`src/rtl/tpd_defines.svh`:
```
// constants for the tape pause detector: counts, timing and reset values
`ifndef TPD_DEFINES_SVH
`define TPD_DEFINES_SVH

// ****************************************************************
// counter geometry
// ****************************************************************
`define TPD_CNT_W 12
`define TPD_CNT_ZERO 12'h000
`define TPD_CNT_ONE 12'h001

// ****************************************************************
// divider thresholds, in counted events
// ****************************************************************
`define TPD_PROG_COUNT 12'he80
`define TPD_WIDTH_COUNT 12'h100
`define TPD_PLAY_GAP 12'he80
`define TPD_FAST_GAP 12'h080

// ****************************************************************
// reference oscillator timing
// ****************************************************************
`define TPD_TOSC_NS 864000
`define TPD_CLK_NS 8
`define TPD_OSC_CYCLES (`TPD_TOSC_NS / `TPD_CLK_NS)
`define TPD_OSC_W 20
`define TPD_OSC_ZERO 20'h00000
`define TPD_OSC_ONE 20'h00001

// ****************************************************************
// synchroniser lanes
// ****************************************************************
`define TPD_SYNC_W 4
`define TPD_SYNC_AUDIO 0
`define TPD_SYNC_EN 1
`define TPD_SYNC_MA 2
`define TPD_SYNC_MB 3
`define TPD_SYNC_ZERO 4'h0

`endif

```
`src/rtl/tpd_pkg.sv`:
```
// types shared by the tape pause detector files
package tpd_pkg;

  // operating mode decoded from the two mode pins
  typedef enum logic [1:0] {
    TPD_MODE_OFF,
    TPD_MODE_PLAY,
    TPD_MODE_FAST
  } tpd_mode_t;

  // phase flag: which source clocks the divider chain
  typedef enum logic {
    TPD_PH_PROGRAM,
    TPD_PH_GAP
  } tpd_phase_t;

endpackage

```
`src/rtl/tpd_pause_detector.sv`:
```
// tape pause detector: program search and silent gap search on one divider
`timescale 1ns/1ps
`include "tpd_defines.svh"

module tpd_pause_detector
  import tpd_pkg::*;
#(
  parameter int unsigned OSC_CYCLES = `TPD_OSC_CYCLES,
  parameter bit OUT_INVERT = 1'b0
) (
  // clock and reset
  input wire logic clk_sys,
  input wire logic rst,
  // tape deck pins, asynchronous
  input wire logic audio_pulse,
  input wire logic detect_en,
  input wire logic mode_a,
  input wire logic mode_b,
  // drive to plunger or relay
  output logic gap_out_q,
  // status
  output logic phase_flag_q,
  output logic divider_top_stage_q,
  output logic program_found_q
);

  // ****************************************************************
  // pin synchronisation
  // ****************************************************************
  logic [`TPD_SYNC_W-1:0] pins_raw;
  logic [`TPD_SYNC_W-1:0] pins_sync;
  logic audio_s;
  logic enable_s;
  logic mode_a_s;
  logic mode_b_s;

  // pack the pins into lanes of one synchroniser
  assign pins_raw[`TPD_SYNC_AUDIO] = audio_pulse;
  assign pins_raw[`TPD_SYNC_EN] = detect_en;
  assign pins_raw[`TPD_SYNC_MA] = mode_a;
  assign pins_raw[`TPD_SYNC_MB] = mode_b;

  // all four pins share one synchroniser so they reach the logic in the same cycle
  tpd_sync #(
    .W(`TPD_SYNC_W)
  ) u_sync (
    .clk_sys(clk_sys),
    .rst(rst),
    .async_in(pins_raw),
    .sync_out(pins_sync)
  );

  assign audio_s = pins_sync[`TPD_SYNC_AUDIO];
  assign enable_s = pins_sync[`TPD_SYNC_EN];
  assign mode_a_s = pins_sync[`TPD_SYNC_MA];
  assign mode_b_s = pins_sync[`TPD_SYNC_MB];

  // ****************************************************************
  // mode decode and timing tap
  // ****************************************************************
  tpd_mode_t mode_now;
  tpd_mode_t mode_q;
  logic mode_changed;
  logic run;
  logic [`TPD_CNT_W-1:0] gap_thresh;
  logic [`TPD_CNT_W-1:0] gap_end;
  logic [`TPD_CNT_W-1:0] prog_end;

  // equal pins mean off, so run stays low and the divider, silence count and flags below are held clear
  always_comb begin
    unique case ({mode_a_s, mode_b_s})
      2'b10: mode_now = TPD_MODE_FAST;
      2'b01: mode_now = TPD_MODE_PLAY;
      default: mode_now = TPD_MODE_OFF;
    endcase
  end

  // remember the mode to spot any switch
  always_ff @(posedge clk_sys or posedge rst) begin
    if (rst) begin
      mode_q <= TPD_MODE_OFF;
    end else begin
      mode_q <= mode_now;
    end
  end

  // a switch restarts the whole sequence, not only play to fast wind
  // run drops for one cycle, long enough to clear every stage below
  assign mode_changed = (mode_now != mode_q);
  assign run = enable_s && (mode_now != TPD_MODE_OFF) && !mode_changed;

  // timing tap: only the silent threshold depends on the mode
  assign gap_thresh = (mode_now == TPD_MODE_FAST) ? `TPD_FAST_GAP : `TPD_PLAY_GAP;
  assign gap_end = gap_thresh + `TPD_WIDTH_COUNT;
  assign prog_end = `TPD_PROG_COUNT + `TPD_WIDTH_COUNT;

  // ****************************************************************
  // reference oscillator
  // ****************************************************************
  logic [`TPD_OSC_W-1:0] osc_cnt_q;
  logic osc_tick;

  // divide the system clock down to one tick per oscillator period
  assign osc_tick = (osc_cnt_q == `TPD_OSC_W'(OSC_CYCLES - 1));

  // free running so the period is the same in every phase
  // trade-off: a fixed divide of the system clock, so the period is exact but not tunable
  always_ff @(posedge clk_sys or posedge rst) begin
    if (rst) begin
      osc_cnt_q <= `TPD_OSC_ZERO;
    end else if (osc_tick) begin
      osc_cnt_q <= `TPD_OSC_ZERO;
    end else begin
      osc_cnt_q <= osc_cnt_q + `TPD_OSC_ONE;
    end
  end

  // ****************************************************************
  // audio edge detection
  // ****************************************************************
  logic audio_d1_q;
  logic audio_rise;

  // edge taken from the second sync flop, never the first
  // resets low like the idle pin, so no false edge follows reset
  always_ff @(posedge clk_sys or posedge rst) begin
    if (rst) begin
      audio_d1_q <= 1'b0;
    end else begin
      audio_d1_q <= audio_s;
    end
  end

  assign audio_rise = audio_s && !audio_d1_q;

  // ****************************************************************
  // silence watch during program search
  // ****************************************************************
  logic [`TPD_CNT_W-1:0] quiet_cnt_q;
  logic quiet_done;

  // a burst that stops short is dropped once the line stays quiet
  // the watch saturates at the threshold, so a long pause never wraps it
  assign quiet_done = (quiet_cnt_q >= gap_thresh);

  always_ff @(posedge clk_sys or posedge rst) begin
    if (rst) begin
      quiet_cnt_q <= `TPD_CNT_ZERO;
    end else if (!run || phase_flag_q || audio_s) begin
      quiet_cnt_q <= `TPD_CNT_ZERO;
    end else if (osc_tick && !quiet_done) begin
      quiet_cnt_q <= quiet_cnt_q + `TPD_CNT_ONE;
    end
  end

  // ****************************************************************
  // divider chain next state
  // ****************************************************************
  logic [`TPD_CNT_W-1:0] div_cnt_q;
  logic [`TPD_CNT_W-1:0] div_cnt_d;
  logic top_d;
  logic top_fall;
  logic [`TPD_CNT_W-1:0] div_inc;
  tpd_phase_t phase_now;

  assign phase_now = phase_flag_q ? TPD_PH_GAP : TPD_PH_PROGRAM;
  assign div_inc = div_cnt_q + `TPD_CNT_ONE;

  // phase route: the phase decides clock source, reset and output use
  always_comb begin
    div_cnt_d = div_cnt_q;
    top_d = divider_top_stage_q;
    top_fall = 1'b0;
    if (!run) begin
      div_cnt_d = `TPD_CNT_ZERO;
      top_d = 1'b0;
    end else begin
      unique case (phase_now)
        TPD_PH_PROGRAM: begin
          if (quiet_done && !divider_top_stage_q) begin
            // the burst so far was noise; a pulse landing now opens a
            // fresh count, so it must not be swallowed by the clear
            if (audio_rise) begin
              div_cnt_d = `TPD_CNT_ONE;
            end else begin
              div_cnt_d = `TPD_CNT_ZERO;
            end
          end else if (audio_rise) begin
            div_cnt_d = div_inc;
            if (div_inc == `TPD_PROG_COUNT) begin
              top_d = 1'b1;
            end
            if (div_inc == prog_end) begin
              div_cnt_d = `TPD_CNT_ZERO;
              top_d = 1'b0;
              top_fall = 1'b1;
            end
          end
        end
        TPD_PH_GAP: begin
          if (audio_s) begin
            div_cnt_d = `TPD_CNT_ZERO;
            top_d = 1'b0;
          end else if (osc_tick) begin
            div_cnt_d = div_inc;
            if (div_inc == gap_thresh) begin
              top_d = 1'b1;
            end
            if (div_inc == gap_end) begin
              div_cnt_d = `TPD_CNT_ZERO;
              top_d = 1'b0;
              top_fall = 1'b1;
            end
          end
        end
      endcase
    end
  end

  // ****************************************************************
  // divider chain and top stage
  // ****************************************************************
  // counter stages one to twelve
  always_ff @(posedge clk_sys or posedge rst) begin
    if (rst) begin
      div_cnt_q <= `TPD_CNT_ZERO;
    end else begin
      div_cnt_q <= div_cnt_d;
    end
  end

  // top stage kept as its own flop so its fall is a clean event
  always_ff @(posedge clk_sys or posedge rst) begin
    if (rst) begin
      divider_top_stage_q <= 1'b0;
    end else begin
      divider_top_stage_q <= top_d;
    end
  end

  // ****************************************************************
  // phase flag
  // ****************************************************************
  // low is program search; a counted fall of the top stage flips it
  // run low also covers detection off and both off modes
  always_ff @(posedge clk_sys or posedge rst) begin
    if (rst) begin
      phase_flag_q <= 1'b0;
    end else if (!run) begin
      phase_flag_q <= 1'b0;
    end else if (top_fall) begin
      phase_flag_q <= !phase_flag_q;
    end
  end

  // ****************************************************************
  // program recognised status
  // ****************************************************************
  // high from recognition until the gap pulse ends or the block stops
  always_ff @(posedge clk_sys or posedge rst) begin
    if (rst) begin
      program_found_q <= 1'b0;
    end else if (!run) begin
      program_found_q <= 1'b0;
    end else if (top_fall) begin
      program_found_q <= (phase_now == TPD_PH_PROGRAM);
    end
  end

  // ****************************************************************
  // output drive
  // ****************************************************************
  logic out_level;

  // top stage only reaches the pin in gap search; inactive otherwise
  assign out_level = run && (phase_now == TPD_PH_GAP) && top_d;

  // registered so polarity and timing match for both variants
  always_ff @(posedge clk_sys or posedge rst) begin
    if (rst) begin
      gap_out_q <= OUT_INVERT;
    end else begin
      gap_out_q <= out_level ^ OUT_INVERT;
    end
  end

endmodule

```
`src/rtl/tpd_sync.sv`:
```
// two-flop synchroniser, one lane per asynchronous pin
`timescale 1ns/1ps
`include "tpd_defines.svh"

module tpd_sync #(
  parameter int W = `TPD_SYNC_W
) (
  // clock and reset
  input wire logic clk_sys,
  input wire logic rst,
  // raw and synchronised levels
  input wire logic [W-1:0] async_in,
  output logic [W-1:0] sync_out
);

  // ****************************************************************
  // per-lane double flop
  // ****************************************************************
  genvar gi;
  generate
    for (gi = 0; gi < W; gi++) begin : g_lane
      logic meta_q;
      logic stab_q;
      // first flop feeds only the second one
      always_ff @(posedge clk_sys or posedge rst) begin
        if (rst) begin
          meta_q <= 1'b0;
          stab_q <= 1'b0;
        end else begin
          meta_q <= async_in[gi];
          stab_q <= meta_q;
        end
      end
      assign sync_out[gi] = stab_q;
    end
  endgenerate

endmodule
```
`config.mk`:
```
export PLATFORM = sky130hd
export DESIGN_NAME = tpd_pause_detector
export DESIGN_NICKNAME = d
export VERILOG_FILES = /design/src/rtl/tpd_pkg.sv /design/src/rtl/tpd_pause_detector.sv /design/src/rtl/tpd_sync.sv
export VERILOG_INCLUDE_DIRS = /design/src /design/src/rtl
export SDC_FILE = /design/constraint.sdc
export NUM_CORES = 1
export LEC_CHECK = 0
export BUFFER_PORTS_ARGS = -buffer_cell sky130_fd_sc_hd__buf_2
export CAP_MARGIN = 20
export CORE_ASPECT_RATIO = 1.25
export CORE_MARGIN = 4
export CORE_UTILIZATION = 56
export CTS_CLUSTER_DIAMETER = 150
export DETAILED_ROUTE_END_ITERATION = 16
export MAX_ROUTING_LAYER = met4
export PLACE_DENSITY = 0.81
export SLEW_MARGIN = 15
export SYNTH_ARGS = -nofsm -noshare
export SYNTH_HDL_FRONTEND = slang
export SYNTH_SLANG_ARGS = --single-unit
```
`constraint.sdc`:
```
create_clock -name clk_sys -period 4.32 [get_ports clk_sys]
set_input_delay 0.864 -clock clk_sys [delete_from_list [all_inputs] [get_ports clk_sys]]
set_output_delay 0.864 -clock clk_sys [all_outputs]
set_load 0.1 [all_outputs]
```
==> flow_metrics.py <==
metrics = {
    "run_status": {
        "status": "finished clean",
    },
    "global_route": {
        "grt_pass1_vias": 2348,
        "antenna_found_initial": 0,
        "grt_max_degree": 38,
        "grtUsageTotal": 0.211,
        "grt_pass1_wl_um": 10700,
        "grt_overflow": 0,
    },
    "die": {
        "die_w_um": 74.4,
        "die_area_um2": 6770,
        "core_um2": 5190,
        "die_y_um": 91.0,
        "ios": 10,
        "num_rows": 29,
        "start_util": 0.594,
    },
    "synthesis": {
        "synth_top_area_share": 0.471,
        "syn_nets": 335,
        "ys_ff_latch": 58,
        "synth_edf_count": 0,
        "yosys-top-cells-area": "dfrtp_1 (47%), xnor2_1 (4.5%), nand2_1 (4.3%)",
        "syn_area_um2": 3080,
        "syn-instance-count": 320,
        "synth_cell_types": 53,
        "synth.avg_cell_area_um2": 9.64,
        "yosysWarnings": 0,
        "ys.flop_type": "dfrtp_1",
        "ys_async_sr_fraction": 1.00,
        "seq_area_frac_synth": 0.471,
        "yosysTopAreaCell": "dfrtp_1",
    },
    "job": {
        "maxCapViolCount": 0,
    },
    "critical_path": {
        "r2r_cells": 10,
        "cp-end-kind": "flip-flop",
        "path_delay_family": "compound AO/OA/AOI/OAI gates",
        "crit_required_ns": 4.54,
        "cp.arrival_ns": 3.11,
        "cp.depth": 10,
        "start_kind": "flip-flop",
        "crit_buf_inv": 2,
        "reg2reg_setup_slack_ns": 1.43,
        "cp_max_fo": 19,
        "max_stage_delay_ns": 0.64,
        "crit_chain": "inv_1 -> ha_1 -> ha_1 -> o21a_1 -> o211ai_1 -> a21oi_1 -> o22ai_2 -> inv_1 -> o21ai_0 -> nor3_2",
        "cp_slowest_cell": "o22ai_2",
        "criticalPathCategory": "flip-flop to flip-flop",
    },
    "timing": {
        "holdWs_ns": 0.355,
        "fin_setup_tns_ns": 0,
        "setup_viol": 0,
        "rsz0062_at_grt": "no",
        "fin_crit_ns": 2.89,
        "slew_viol_final": 0,
        "slew_headroom": 0.447,
        "fin_crit_sh": 0.669,
        "hold_viol": 0,
        "fmax_mhz": 346,
        "skew_ns": 0.00812,
        "tightestPinTransition_ns": 0.829,
    },
    "clock_network": {
        "postCtsSetupRepairBufs": 0,
        "clockBufferDepth": 2,
        "numCtsBuffers": 9,
        "htree_levels": 3,
        "cts.root.buffer_cell": "clkbuf_8",
        "cts_resized": 0,
        "cts_tree": "built",
        "worstSkewPairLatency_ns": 0.34,
        "cts.sinks": 58,
        "path_clk_slew_ns": 0.07,
        "cts_hold_buffers": 0,
    },
    "placement": {
        "post-dp-hpwl_um": 4310,
        "place_area_um2": 3170,
        "portBuffers": 9,
        "gp_congestion": 0.871,
    },
    "finish": {
        "fin_nets": 348,
        "final_cell_mix": "dfrtp_1 (58), nand2_1 (35), nor2_1 (29), xnor2_1 (16), nand3_1 (16)",
        "syn_to_final_growth_pct": 9.41,
        "diodes": 0,
        "final_common_cell": "dfrtp_1",
        "drive_gt1_frac": 0.121,
        "fin_area_um2": 3370,
    },
    "hold_path": {
        "holdPathStages": 0,
        "worstHoldPathType": "flip-flop to flip-flop",
    },
    "route": {
        "totalWireLength_um": 6080,
        "ant_nets": 0,
        "wl_per_cell_um": 15.2,
        "dr.pass1.iters": 5,
        "vias_per_cell": 6.03,
        "vias": 2413,
        "drtIter0Drc": 117,
        "drcViolationCount": 0,
    },
    "power": {
        "cellPowerDensity_nw_per_um2": 326,
        "irDropWorstVdd_mv": 0.286,
        "leakage_uw": 0.00145,
    },
}
-- layout make-up --
cell class                      count  area (um2)
Clock buffer                       11         151
Fill cell                         422        1810
Inverter                           15        56.3
Multi-Input combinational cell    238        1530
Sequential cell                    58        1450
Timing Repair Buffer               11        60.1
Clock inverter                      5        52.6
Tap cell                           62        77.6
-- layer usage --
metal | vias to the layer above | GRT usage | part of all wire
li1 | 1147 | - | -
met1 | 1147 | 0.256 | 0.40
met2 | 90 | 0.320 | 0.50
met3 | 29 | 0.0652 | 0.057
met4 | 0 | 0.0920 | 0.035
met5 | - | - | 0
-- state kept, by name (all words and copies together), names as in the netlist --
signal / count
phase_flag_q: 1
mode_q: 2
osc_cnt_q: 20
u_sync.g_lane.meta_q: 4
gap_out_q: 1
quiet_cnt_q: 12
divider_top_stage_q: 1
div_cnt_q: 12
u_sync.g_lane.stab_q: 4
audio_d1_q: 1
-- where the power goes --
part           switching (uW)  total (uW)  internal (uW)
Clock                     212         507            294
Combinational            27.9        39.0           11.1
Sequential               4.16         553            549
Total                     244        1100            855
-- synthesized netlist by cell type, types with 5 or more instances --
library cell and number:
dfrtp_1 58, nand2_1 35, nor2_1 29, nand3_1 16, xnor2_1 16, inv_1 15
nor3_1 13, xor2_1 13, o21ai_0 11, ha_1 9, nand4_1 8, a21oi_1 7
or3_1 7, and2_1 6, and3_1 6, nor2b_1 5, o211ai_1 5, o22ai_1 5
-- per-stage QoR --
stage                     setup WS, ns   util  instances  total power (uW)
final                             1.43  0.650        400              1100
after detailed placement          1.48  0.611        384               603
after global routing              1.08  0.650        400              1140
after global placement            1.59  0.611        384               601
after CTS                         1.46  0.650        400              1110
after floorplan                   1.80      -        320               591
-- worst reg2reg max path: stages (launching register included) --
cell and delay, ns:
dfrtp_1 0.38, inv_1 0.06, ha_1 0.31, ha_1 0.29, o21a_1 0.10, o211ai_1 0.23, a21oi_1 0.18, o22ai_2 0.64
inv_1 0.27, o21ai_0 0.26, nor3_2 0.05
-- cells by family after synthesis --
kind of cell	Yosys count	share of synthesized area
xor gates and xnor gates	29	0.0824
and+or+nand+nor	150	0.262
muxes	5	0.0166
adders and majority gates	9	0.0365
DFF	58	0.471
AOI/OAI and AO/OA	45	0.0970
buffers and inverters	24	0.0349
-- path summary, 6_finish.rpt --
kind | start | end
setup reg to reg | u_sync.g_lane[3].stab_q$_DFF_PP0_ | div_cnt_q[6]$_DFFE_PP0P_
max in group asynchronous | rst | quiet_cnt_q[5]$_DFFE_PP0P_
setup / recovery | u_sync.g_lane[3].stab_q$_DFF_PP0_ | div_cnt_q[6]$_DFFE_PP0P_
hold / removal | u_sync.g_lane[1].meta_q$_DFF_PP0_ | u_sync.g_lane[1].stab_q$_DFF_PP0_
min in group asynchronous | rst | gap_out_q$_DFF_PP0_
hold reg to reg | u_sync.g_lane[1].meta_q$_DFF_PP0_ | u_sync.g_lane[1].stab_q$_DFF_PP0_
Power figures use the tool's default switching activity.
